File: config.mk
export PLATFORM = sky130hd
export DESIGN_NAME = dcic_top
export DESIGN_NICKNAME = d
export VERILOG_FILES = /design/src/core/dcic_top_end.sv /design/src/core/dcic_pkg.sv /design/src/core/dcic_filter.sv /design/src/core/dcic_latch_mem.sv /design/src/core/dcic_top.sv
export VERILOG_INCLUDE_DIRS = /design/src /design/src/core
export SDC_FILE = /design/constraint.sdc
export NUM_CORES = 1
export LEC_CHECK = 0
export BUFFER_PORTS_ARGS = -buffer_cell sky130_fd_sc_hd__buf_4
export CAP_MARGIN = 20
export CORE_ASPECT_RATIO = 1.2
export CORE_MARGIN = 3
export CORE_UTILIZATION = 42
export CTS_CLUSTER_DIAMETER = 40
export DETAILED_ROUTE_END_ITERATION = 12
export RECOVER_POWER = 50
export SLEW_MARGIN = 15
export SYNTH_ARGS = -nofsm -noshare
export SYNTH_HDL_FRONTEND = slang
export SYNTH_SLANG_ARGS = --single-unit
File: constraint.sdc
create_clock -name clk_sys_i -period 6.95 [get_ports clk_sys_i]
set_input_delay 1.39 -clock clk_sys_i [delete_from_list [all_inputs] [get_ports clk_sys_i]]
set_output_delay 1.39 -clock clk_sys_i [all_outputs]
set_load 0.05 [all_outputs]
File: src/core/dcic_cfg.svh
// Overview of operation
// RULE1 - two identical channels, each picks timer A or timer B as capture source
// RULE2 - software enables the channel input select bit and sets the pin as input first
// RULE3 - filtered rising edge stores count in latch x0, falling edge in latch x1
// RULE4 - writing one to a latch's software trigger bit copies the current count there
// RULE5 - software trigger bits always read back as zero
// RULE6 - per-channel status bit tells which latch holds the newest capture
// RULE7 - per-channel edge select bits decide which edges raise the interrupt request
// RULE8 - both latches capture on their edges whatever the edge select holds
// RULE9 - noise filter accepts a new level after four equal consecutive samples
// RULE10 - per-channel filter clock select bits choose the filter sampling rate
// RULE11 - for stop-mode wakeup software sets filter select to 00, stopping the filter
// RULE12 - software sets read pointer, then reads low and high byte of that latch
// RULE13 - software reads twice and compares, since a capture may split the bytes
// RULE14 - timer A is not chosen while it counts the on-chip oscillator
// RULE15 - timer B not chosen when main oscillator, A underflow and oscillator chain holds
// RULE16 - status bit may be arbitrary on simultaneous triggers of one channel
// RULE17 - rewriting edge or filter select may raise the interrupt request spuriously
// RULE18 - software masks the interrupt, changes settings, clears flag, then unmasks
// RULE19 - edges come from filtered input; capture in the period the level changes
// RULE20 - each latch holds sixteen bits until the next capture into it
// Purpose: constants of the dual channel input capture unit
// Assumes: 32-bit classic Wishbone, byte addresses
// Notes:   included by bare name
`ifndef DCIC_CFG_SVH
`define DCIC_CFG_SVH

// ==========================================================
// register byte offsets
`define DCIC_ADR_MODE    8'h00
`define DCIC_ADR_SWTRIG  8'h04
`define DCIC_ADR_RDPTR   8'h08
`define DCIC_ADR_CAPLO   8'h0C
`define DCIC_ADR_CAPHI   8'h10
`define DCIC_ADR_STATUS  8'h14

// ==========================================================
// mode register: one byte per channel
`define DCIC_CH_STRIDE   8
`define DCIC_CFG_W       6
`define DCIC_F_EDGE      1
`define DCIC_SET_W       4
`define DCIC_MODE_RST    16'h0000
`define DCIC_RDPTR_RST   2'h0

// ==========================================================
// status register fields
`define DCIC_F_LEVEL     4

// ==========================================================
// encodings and sampling dividers
`define DCIC_EDGE_NONE   2'h0
`define DCIC_EDGE_RISE   2'h1
`define DCIC_EDGE_FALL   2'h2
`define DCIC_EDGE_BOTH   2'h3
`define DCIC_FILT_STOP   2'h0
`define DCIC_FILT_FAST   2'h1
`define DCIC_FILT_MID    2'h2
`define DCIC_FILT_SLOW   2'h3
`define DCIC_DIV_MID     5'h07
`define DCIC_DIV_SLOW    5'h1F
`define DCIC_FILT_LAST   2'h3

`endif

File: src/core/dcic_top_end.sv
`timescale 1ns/1ps
`default_nettype none
`default_nettype wire

File: src/core/dcic_pkg.sv
// Purpose: types of the dual channel input capture unit
// Assumes: nothing
// Notes:   constants live in dcic_cfg.svh
package dcic_pkg;

  typedef enum logic [1:0] {
    DCIC_WB_IDLE = 2'b00,
    DCIC_WB_ACK  = 2'b01
  } dcic_wb_state_type;

  typedef struct packed {
    logic       port_en;
    logic [1:0] filt_sel;
    logic [1:0] edge_sel;
    logic       src_b;
  } dcic_chcfg_type;

  typedef struct packed {
    logic rise;
    logic fall;
    logic level;
  } dcic_edge_type;

  typedef logic [3:0][15:0] dcic_latch_arr_type;

endpackage : dcic_pkg

File: src/core/dcic_filter.sv
// Purpose: four-sample noise filter and edge detector of one channel
// Assumes: raw input synchronous to clk_i
// Notes:   bypass passes the input straight through
`timescale 1ns/1ps
`default_nettype none
`include "dcic_cfg.svh"
module dcic_filter (
  input  wire logic               clk_i,
  input  wire logic               rst_n_i,
  input  wire logic               sample_en_i,
  input  wire logic               bypass_i,
  input  wire logic               raw_i,
  output var  dcic_pkg::dcic_edge_type edge_o
);
  import dcic_pkg::*;

  logic       level_q;
  logic       level_d;
  logic [1:0] cnt_q;
  logic [1:0] cnt_d;
  logic       differ;

  assign differ  = raw_i ^ level_q;
  assign level_d = bypass_i ? raw_i :
                   (sample_en_i && differ && cnt_q == `DCIC_FILT_LAST) ? raw_i : level_q; // RULE9
  assign cnt_d   = (bypass_i || !differ) ? 2'h0 :
                   !sample_en_i ? cnt_q :
                   (cnt_q == `DCIC_FILT_LAST) ? 2'h0 : cnt_q + 2'h1;
  assign edge_o.level = level_q;
  assign edge_o.rise  = level_d & ~level_q; // RULE19
  assign edge_o.fall  = ~level_d & level_q; // RULE19

  always_ff @(posedge clk_i or negedge rst_n_i) begin
    if (!rst_n_i) begin
      level_q <= 1'b0;
      cnt_q   <= 2'h0;
    end else begin
      level_q <= level_d;
      cnt_q   <= cnt_d;
    end
  end
endmodule : dcic_filter
`default_nettype wire

File: src/core/dcic_latch_mem.sv
// Purpose: four sixteen-bit capture latches with registered read
// Assumes: one write enable per latch
// Notes:   read data follows raddr_i one cycle later
`timescale 1ns/1ps
`default_nettype none
module dcic_latch_mem (
  input  wire logic                         clk_i,
  input  wire logic                         rst_n_i,
  input  wire logic [3:0]                   we_i,
  input  wire dcic_pkg::dcic_latch_arr_type wdata_i,
  input  wire logic [1:0]                   raddr_i,
  output logic      [15:0]                  rdata_o
);
  import dcic_pkg::*;

  dcic_latch_arr_type mem_q;

  genvar gi;
  generate
    for (gi = 0; gi < 4; gi++) begin : g_word
      always_ff @(posedge clk_i or negedge rst_n_i) begin
        if (!rst_n_i) begin
          mem_q[gi] <= 16'h0000;
        end else if (we_i[gi]) begin
          mem_q[gi] <= wdata_i[gi]; // RULE20
        end
      end

    end
  endgenerate

  always_ff @(posedge clk_i or negedge rst_n_i) begin
    if (!rst_n_i) begin
      rdata_o <= 16'h0000;
    end else begin
      rdata_o <= mem_q[raddr_i];
    end
  end
endmodule : dcic_latch_mem
`default_nettype wire

File: src/core/dcic_top.sv
// Purpose: dual channel input capture with Wishbone register access
// Assumes: timer counts and capture pins synchronous to clk_sys_i
// Notes:   interrupt requests leave as one-cycle pulses
//
// The Wishbone interface to the registers and the register addresses are this design's own decisions.
`timescale 1ns/1ps
`default_nettype none
`include "dcic_cfg.svh"
module dcic_top (
  input  wire logic        clk_sys_i,
  input  wire logic        resetn_i,
  input  wire logic        wb_cyc_i,
  input  wire logic        wb_stb_i,
  input  wire logic        wb_we_i,
  input  wire logic [7:0]  wb_adr_i,
  input  wire logic [3:0]  wb_sel_i,
  input  wire logic [31:0] wb_dat_i,
  output logic      [31:0] wb_dat_o,
  output logic             wb_ack_o,
  input  wire logic [15:0] timer_a_i,
  input  wire logic [15:0] timer_b_i,
  input  wire logic        capture_input_0_i,
  input  wire logic        capture_input_1_i,
  output logic      [1:0]  capture_irq_o
);
  import dcic_pkg::*;

  // ==========================================================
  // reset release
  logic [1:0] rst_sync_q;
  logic       rst_n;

  always_ff @(posedge clk_sys_i or negedge resetn_i) begin
    if (!resetn_i) begin
      rst_sync_q <= 2'b00;
    end else begin
      rst_sync_q <= {rst_sync_q[0], 1'b1};
    end
  end
  assign rst_n = rst_sync_q[1];

  // ==========================================================
  // decode helpers
  function automatic logic adr_is(input logic [7:0] adr, input logic [7:0] off);
    adr_is = (adr[7:2] == off[7:2]);
  endfunction : adr_is

  function automatic logic tick_sel(input logic [1:0] sel, input logic [4:0] cnt);
    case (sel)
      `DCIC_FILT_FAST: tick_sel = 1'b1;
      `DCIC_FILT_MID:  tick_sel = ((cnt & `DCIC_DIV_MID) == `DCIC_DIV_MID);
      `DCIC_FILT_SLOW: tick_sel = (cnt == `DCIC_DIV_SLOW);
      default:         tick_sel = 1'b0;
    endcase
  endfunction : tick_sel

  // ==========================================================
  // wishbone slave
  dcic_wb_state_type state_q;
  logic [31:0]       dat_q;
  logic [31:0]       rd_mux;
  logic              req;
  logic              wr_acc;
  logic              hit_mode;
  logic              hit_swtrig;
  logic              hit_rdptr;
  logic              hit_caplo;
  logic              hit_caphi;
  logic              hit_status;

  assign req        = wb_cyc_i & wb_stb_i;
  assign wr_acc     = (state_q == DCIC_WB_ACK) & req & wb_we_i;
  assign hit_mode   = adr_is(wb_adr_i, `DCIC_ADR_MODE);
  assign hit_swtrig = adr_is(wb_adr_i, `DCIC_ADR_SWTRIG);
  assign hit_rdptr  = adr_is(wb_adr_i, `DCIC_ADR_RDPTR);
  assign hit_caplo  = adr_is(wb_adr_i, `DCIC_ADR_CAPLO);
  assign hit_caphi  = adr_is(wb_adr_i, `DCIC_ADR_CAPHI);
  assign hit_status = adr_is(wb_adr_i, `DCIC_ADR_STATUS);
  assign wb_ack_o   = (state_q == DCIC_WB_ACK);
  assign wb_dat_o   = dat_q;

  always_ff @(posedge clk_sys_i or negedge rst_n) begin
    if (!rst_n) begin
      state_q <= DCIC_WB_IDLE;
      dat_q   <= 32'h00000000;
    end else begin
      case (state_q)
        DCIC_WB_IDLE: begin
          if (req) begin
            state_q <= DCIC_WB_ACK;
            dat_q   <= rd_mux;
          end
        end
        DCIC_WB_ACK: begin
          state_q <= DCIC_WB_IDLE;
        end
        default: begin
          state_q <= DCIC_WB_IDLE;
        end
      endcase
    end
  end

  // ==========================================================
  // control registers
  logic [15:0] mode_q;
  logic [1:0]  rdptr_q;
  logic [1:0]  latest_q;
  logic [1:0]  irq_q;
  logic [1:0]  latest_d;
  logic [1:0]  irq_d;
  logic [1:0]  level;
  logic [15:0] mem_rd;

  always_ff @(posedge clk_sys_i or negedge rst_n) begin
    if (!rst_n) begin
      mode_q  <= `DCIC_MODE_RST;
      rdptr_q <= `DCIC_RDPTR_RST;
    end else begin
      if (wr_acc && hit_mode && wb_sel_i[0]) begin
        mode_q[7:0] <= wb_dat_i[7:0];
      end
      if (wr_acc && hit_mode && wb_sel_i[1]) begin
        mode_q[15:8] <= wb_dat_i[15:8];
      end
      if (wr_acc && hit_rdptr && wb_sel_i[0]) begin
        rdptr_q <= wb_dat_i[1:0]; // RULE12
      end
    end
  end

  // swtrig reads zero; unmapped reads zero
  assign rd_mux = hit_mode   ? {16'h0000, mode_q} :
                  hit_rdptr  ? {30'h00000000, rdptr_q} :
                  hit_caplo  ? {24'h000000, mem_rd[7:0]} :   // RULE12
                  hit_caphi  ? {24'h000000, mem_rd[15:8]} :  // RULE12
                  hit_status ? {26'h0000000, level, 2'b00, latest_q} :
                  32'h00000000; // RULE5

  // ==========================================================
  // channels
  logic [4:0]         div_q;
  logic [3:0]         lat_we;
  dcic_latch_arr_type lat_wdata;
  logic [1:0]         pins;
  logic [1:0]         rise;
  logic [1:0]         fall;
  logic [1:0]         touch;
  dcic_chcfg_type     cfg [2];

  assign pins = {capture_input_1_i, capture_input_0_i};

  always_ff @(posedge clk_sys_i or negedge rst_n) begin
    if (!rst_n) begin
      div_q <= 5'h00;
    end else begin
      div_q <= div_q + 5'h01;
    end
  end

  genvar ch;
  generate
    for (ch = 0; ch < 2; ch++) begin : g_ch
      dcic_edge_type edg;
      logic [15:0]   count;
      logic [1:0]    sw;

      assign cfg[ch] = dcic_chcfg_type'(mode_q[ch*`DCIC_CH_STRIDE +: `DCIC_CFG_W]);
      assign count   = cfg[ch].src_b ? timer_b_i : timer_a_i; // RULE1

      dcic_filter u_filter (
        .clk_i       (clk_sys_i),
        .rst_n_i     (rst_n),
        .sample_en_i (tick_sel(cfg[ch].filt_sel, div_q)),          // RULE10
        .bypass_i    (cfg[ch].filt_sel == `DCIC_FILT_STOP),
        .raw_i       (pins[ch] & cfg[ch].port_en),
        .edge_o      (edg)
      );

      assign rise[ch]  = edg.rise;
      assign fall[ch]  = edg.fall;
      assign level[ch] = edg.level;
      assign sw        = (wr_acc && hit_swtrig && wb_sel_i[0]) ? wb_dat_i[ch*2 +: 2] : 2'b00;

      assign lat_we[ch*2]      = edg.rise | sw[0];  // RULE3 RULE4 RULE8
      assign lat_we[ch*2+1]    = edg.fall | sw[1];  // RULE3 RULE4 RULE8
      assign lat_wdata[ch*2]   = count;
      assign lat_wdata[ch*2+1] = count;

      // simultaneous triggers resolve toward the earlier-listed source
      assign latest_d[ch] = edg.rise ? 1'b0 :
                            edg.fall ? 1'b1 :
                            sw[1]    ? 1'b1 :
                            sw[0]    ? 1'b0 : latest_q[ch]; // RULE6 RULE16

      assign touch[ch] = wr_acc && hit_mode && wb_sel_i[ch] &&
                         (wb_dat_i[ch*`DCIC_CH_STRIDE+`DCIC_F_EDGE +: `DCIC_SET_W] !=
                          mode_q[ch*`DCIC_CH_STRIDE+`DCIC_F_EDGE +: `DCIC_SET_W]);
      assign irq_d[ch] = (cfg[ch].edge_sel[0] & edg.rise) |
                         (cfg[ch].edge_sel[1] & edg.fall) | touch[ch]; // RULE7 RULE17
    end
  endgenerate

  always_ff @(posedge clk_sys_i or negedge rst_n) begin
    if (!rst_n) begin
      latest_q <= 2'b00;
      irq_q    <= 2'b00;
    end else begin
      latest_q <= latest_d;
      irq_q    <= irq_d;
    end
  end
  assign capture_irq_o = irq_q;

  dcic_latch_mem u_mem (
    .clk_i   (clk_sys_i),
    .rst_n_i (rst_n),
    .we_i    (lat_we),
    .wdata_i (lat_wdata),
    .raddr_i (rdptr_q),
    .rdata_o (mem_rd)
  );
endmodule : dcic_top
`default_nettype wire

Yosys cells after proc, flatten, opt, wreduce, memory -nomap -nowiden
Index checks and enable logic that the tools add are counted.
{ "totals": {"register_bits": 149, "wordCells": 128, "inputBits": 83, "out_inout_bits": 35} }
{ "op_classes": {"n_reduce_logical": 26, "add_sub_neg": 3, "bitwise": 27, "muxes": 33, "eq_ne": 19, "order_cmp": 1} }
{ "op_table": {"columns": ["operator", "count"], "rows": [
  ["16-bit 2-to-1 mux", 4],
  ["16-bit binary-select mux with 2-bit select", 1],
  ["8-bit 2-to-1 mux", 3],
  ["2-bit 2-to-1 mux", 10],
  ["1-bit bitwise AND", 13],
  ["1-bit logical AND", 13],
  ["2-bit equality test, second input constant", 6],
  ["6-bit by 2-bit equality test with 1-bit output, second input constant", 2],
  ["6-bit by 3-bit equality test with 1-bit output, second input constant", 2],
  ["1-bit 2-to-1 mux", 12],
  ["4-bit != test", 2],
  ["1-bit OR", 8],
  ["4-bit nonzero test", 2],
  ["2-bit by 1-bit equality test with 1-bit output, second input constant", 3],
  ["6-bit by 1-bit equality test with 1-bit output, second input constant", 1],
  ["2-bit zero test", 3],
  ["6-bit zero test", 1],
  ["6-bit 2-to-1 mux", 1],
  ["1-bit case mux with 3 select lines", 2],
  ["5-bit by 1-bit adder with 5-bit output, second input constant", 1],
  ["5-bit equality test, second input constant", 1],
  ["2-bit by 1-bit adder with 2-bit output, second input constant", 2],
  ["1-bit NOT", 4],
  ["2-bit nonzero test", 2],
  ["other kinds (7)", 10]
]} }

Logic depth before layout (Yosys ltp)
{ "depth": {"word_depth": 11, "depth_mapped": 12, "ltp_nobuf": 12} }

By module
From an unflattened synthesis, not the netlist that was laid out.
{ "hier_totals": {"cells_unflattened": 451, "area_unflattened_um2": 6239.7} }
{ "by_module_without_submodules": {"columns": ["mod", "seq_area_each_um2", "area_each_um2", "cells_per_inst", "instances"], "rows": [
  ["dcic_latch_mem", 2001.9, 3186.8, 172, 1],
  ["dcic_top", 1151.1, 2697.6, 249, 1],
  ["dcic_filter", 75.1, 177.7, 15, 2]
]} }

Worst setup path after synthesis
Ideal clock, no wire load.
{ "synth_path": {"path_type": "input port to flip-flop", "from": "input port wb_adr_i[4]", "to": "register mode_q[0]", "setup_slack_ns": 4.043, "required_ns": 6.825, "cell_stages": 5, "setup_ns": 0.125, "n_path_buf": 1, "arrival_ns": 2.783, "path_cell_list": "buf_6 or4_4 nor3_4 nand2_2 mux2_2"} }
{ "synth_between": {"elab_chain_len": 3} }
{ "synth_lines": {"columns": ["element", "line_no", "rtl"], "rows": [
  ["start, declared", "dcic_top.sv:15", "input wire logic [7:0] wb_adr_i,"],
  ["6-bit zero test", "dcic_top.sv:45", "adr_is = (adr[7:2] == off[7:2]);"],
  ["1-bit logical AND (2 in a row)", "dcic_top.sv:120", "if (wr_acc && hit_mode && wb_sel_i[0]) begin"],
  ["end signal, assigned", "dcic_top.sv:117", "mode_q <= `DCIC_MODE_RST;"],
  ["end signal, assigned", "dcic_top.sv:121", "mode_q[7:0] <= wb_dat_i[7:0];"],
  ["end, declared", "dcic_top.sv:106", "logic [15:0] mode_q;"]
]} }
No other way between the ends.
A chain may end at the register's enable or synchronous reset.

==> impl_metrics.env <==
export IMPL_placementRows=47
export IMPL_fin_cells=807
export IMPL_synth_edff_count=0
export IMPL_synth_cell_area_sq_um=6160
export IMPL_slew_headroom=-1.05
export IMPL_cts_buffers=17
export IMPL_path_max_fanout=58
export IMPL_pwr_density_cell_nw_per_um2=257
export IMPL_cts_tree="built"
export IMPL_cts_max_path_buffers=2
export IMPL_clock_sinks=132
export IMPL_critPathCaptureType="asynchronous set/reset pin"
export IMPL_drt_iter0_drc=229
export IMPL_initial_core_util=0.439
export IMPL_grt_use_met1=0.232
export IMPL_antenna_diode_count=0
export IMPL_netlist_top_cell_by_area="dfrtp_1"
export IMPL_routed_wl_mm=14.4
export IMPL_postCtsHoldBufs=0
export IMPL_drc=0
export IMPL_die_area_sq_um=16200
export IMPL_wl_per_cell_um=17.8
export IMPL_worstSkewPairLatency_ns=0.42
export IMPL_syn_inst=545
export IMPL_cts_resized_gates=0
export IMPL_nNetsFinal=715
export IMPL_utilization=0.530
export IMPL_syn_avg_cell_area_sq_um=11.3
export IMPL_worstSetupPathType="reg2async"
export IMPL_finalHoldViolCount=0
export IMPL_synth_top_area_share=0.536
export IMPL_grtUsageTotal=0.182
export IMPL_place_inst=773
export IMPL_power_leakage_nw=3.56
export IMPL_cp_num_buf_inv=1
export IMPL_antenna_left=0
export IMPL_die_x_um=117
export IMPL_fin_crit_ns=3.82
export IMPL_grt_busiest_layer="met2"
export IMPL_cts_setup_buffers=0
export IMPL_ys_flop_type="dfrtp_1"
export IMPL_ys_ff_latch=132
export IMPL_grt_pass1_vias=4434
export IMPL_slew_viol_final=109
export IMPL_grt_met2_usage=0.299
export IMPL_required_ns=6.79
export IMPL_coreArea_sq_um=14100
export IMPL_worst_slack_ns=3.13
export IMPL_grt_overflow_total=0
export IMPL_die_y_um=139
export IMPL_use_met3=0.0415
export IMPL_io_pins=118
export IMPL_hp_class="reg2reg"
export IMPL_firstDrtPassIters=4
export IMPL_critPathTopFamily="buffers and inverters"
export IMPL_path_clk_slew_ns=0.05
export IMPL_cts_root_buf="clkbuf_16"
export IMPL_ys_types=48
export IMPL_grt_pass1_wl_mm=22.7
export IMPL_num_vias=4377
export IMPL_antenna_found_initial=0
export IMPL_pre_cts_slack_ns=3.43
export IMPL_synth_warnings=0
export IMPL_violations="capacitance limit, slew limit"
export IMPL_grt_setup_unrepaired="false"
export IMPL_cpPeakStageDelay_ns=2.22
export IMPL_async_reset_ff_frac=1.00
export IMPL_port_buffers=81
export IMPL_post_route_cell_area_sq_um=7450
export IMPL_setup_viol=0
export IMPL_grt_max_degree=83
export IMPL_syn_to_final_growth_pct=20.8
export IMPL_period_share=0.549
export IMPL_placed_cell_area_sq_um=6840
export IMPL_tightest_slew_ns=3.07
export IMPL_status="finished with violations"
export IMPL_slowest_stage="clkbuf_1"
export IMPL_gp_congestion=0.835
export IMPL_ir_worst_vdd_uv=144
export IMPL_worstPathCellList="clkbuf_1"
export IMPL_hpwl_mm=9.77
export IMPL_vias_per_cell=5.42
export IMPL_fillers=1252
export IMPL_synth_area_leaders="dfrtp_1 54%, mux2i_1 6.3%, mux4_2 5.8%, a21oi_1 5.8%, nor2_1 5.1%"
export IMPL_skew_ns=0.00933
export IMPL_ys_seq_area_frac=0.536
export IMPL_setup_tns_ns=0
export IMPL_maxCapViolCount=2
export IMPL_startpoint_type="flip-flop"
export IMPL_arrival_ns=3.66
export IMPL_htree_levels=4
export IMPL_fmax_mhz=262
export IMPL_drive_above_1_share=0.248
## routing by layer
layer	part of all wire	vias up
met5	0	-
met4	0.021	0
met3	0.060	24
met2	0.50	139
met1	0.42	2153
li1	-	2061
## cell usage in the layout, fill, tap and decap left out, types with 3 or more instances in the layout
| master | synthesis | final |
|---|---|---|
| nor2b_1 | 5 | 5 |
| nor4_1 | 3 | 3 |
| and2_1 | 5 | 5 |
| a22oi_1 | 6 | 6 |
| a32o_1 | 4 | 4 |
| nand3_1 | 8 | 8 |
| clkinv_2 | 0 | 5 |
| bufinv_16 | 0 | 3 |
| mux2i_1 | 39 | 39 |
| conb_1 | 2 | 17 |
| mux2_2 | 20 | 20 |
| a221oi_1 | 5 | 5 |
| nor2_1 | 84 | 84 |
| o21ai_0 | 10 | 10 |
| xor2_1 | 8 | 8 |
| ha_1 | 9 | 9 |
| inv_1 | 8 | 8 |
| nand2_1 | 22 | 22 |
| a41o_1 | 4 | 4 |
| clkbuf_1 | 11 | 4 |
| a21o_1 | 3 | 3 |
| buf_4 | 16 | 86 |
| a31oi_1 | 4 | 4 |
| a21oi_1 | 71 | 71 |
| clkbuf_16 | 0 | 17 |
| xnor2_1 | 3 | 3 |
| and3b_1 | 5 | 5 |
| mux4_2 | 16 | 16 |
| dfrtp_1 | 132 | 132 |
## synthesized netlist by cell type (5+ instances only)
master	n
dfrtp_1	132
nor2_1	84
a21oi_1	71
mux2i_1	39
nand2_1	22
mux2_2	20
buf_4	16
mux4_2	16
buf_2	15
clkbuf_1	11
o21ai_0	10
ha_1	9
inv_1	8
nand3_1	8
xor2_1	8
a22oi_1	6
a221oi_1	5
and2_1	5
and3b_1	5
nor2b_1	5
## through the flow
step	total power, mW	hold WS [ns]
after global routing	1.99	0.387
after detailed placement	1.03	0.347
after CTS	1.94	0.370
final	1.91	0.368
after floorplan	0.968	0.331
after global placement	1.02	0.345
## path summary, 6_finish.rpt
path | startpoint | to | slack (ns) | depth (start not counted)
max in group clk_sys_i | wb_adr_i[4] | mode_q[3]$_DFFE_PN0P_ | 3.88 | 5
worst max register to register | rst_sync_q[1]$_DFF_PN0_ | wb_dat_o[8]$_DFFE_PN0P_ | 3.13 | 1
worst min register to register | rst_sync_q[0]$_DFF_PN0_ | rst_sync_q[1]$_DFF_PN0_ | 0.37 | 0
worst max-delay path | rst_sync_q[1]$_DFF_PN0_ | wb_dat_o[8]$_DFFE_PN0P_ | 3.13 | 1
worst min-delay path | rst_sync_q[0]$_DFF_PN0_ | rst_sync_q[1]$_DFF_PN0_ | 0.37 | 0
min in group asynchronous | rst_sync_q[1]$_DFF_PN0_ | u_mem.mem_q[62]$_DFFE_PN0P_ | 0.40 | 0
## cells by family after synthesis
group,count (synthesis),share of synthesized area
AOI/OAI and AO/OA,116,0.113
DFF,132,0.536
buffers and inverters,54,0.0469
muxes,75,0.158
adders and majority gates,9,0.0183
xor gates and xnor gates,11,0.0156
and+or+nand+nor,146,0.111
other,2,0.00122
## registers in the layout (all words and copies together), names as in the netlist, 4 cells and up
signal               count
u_mem.mem_q             64
g_ch.u_filter.cnt_q      4
mode_q                  16
wb_dat_o                16
div_q                    5
u_mem.rdata_o           16
## final cells by class
class	instances	area [sq um]	share of cell area
flip-flops and latches	132	3300	0.444
clock buffers	19	443	0.0595
repair buffers	90	672	0.0902
clock inverters	13	156	0.0210
well taps	171	214	0.0287
inverters	8	30.0	0.00403
multi-input cells	374	2630	0.353
## report_power, final
group | switching (mW) | internal (mW)
logic | 0.102 | 0.0689
registers | 0.0264 | 0.815
clock network | 0.329 | 0.572
Note: power is estimated with default switching activity, not from simulation.
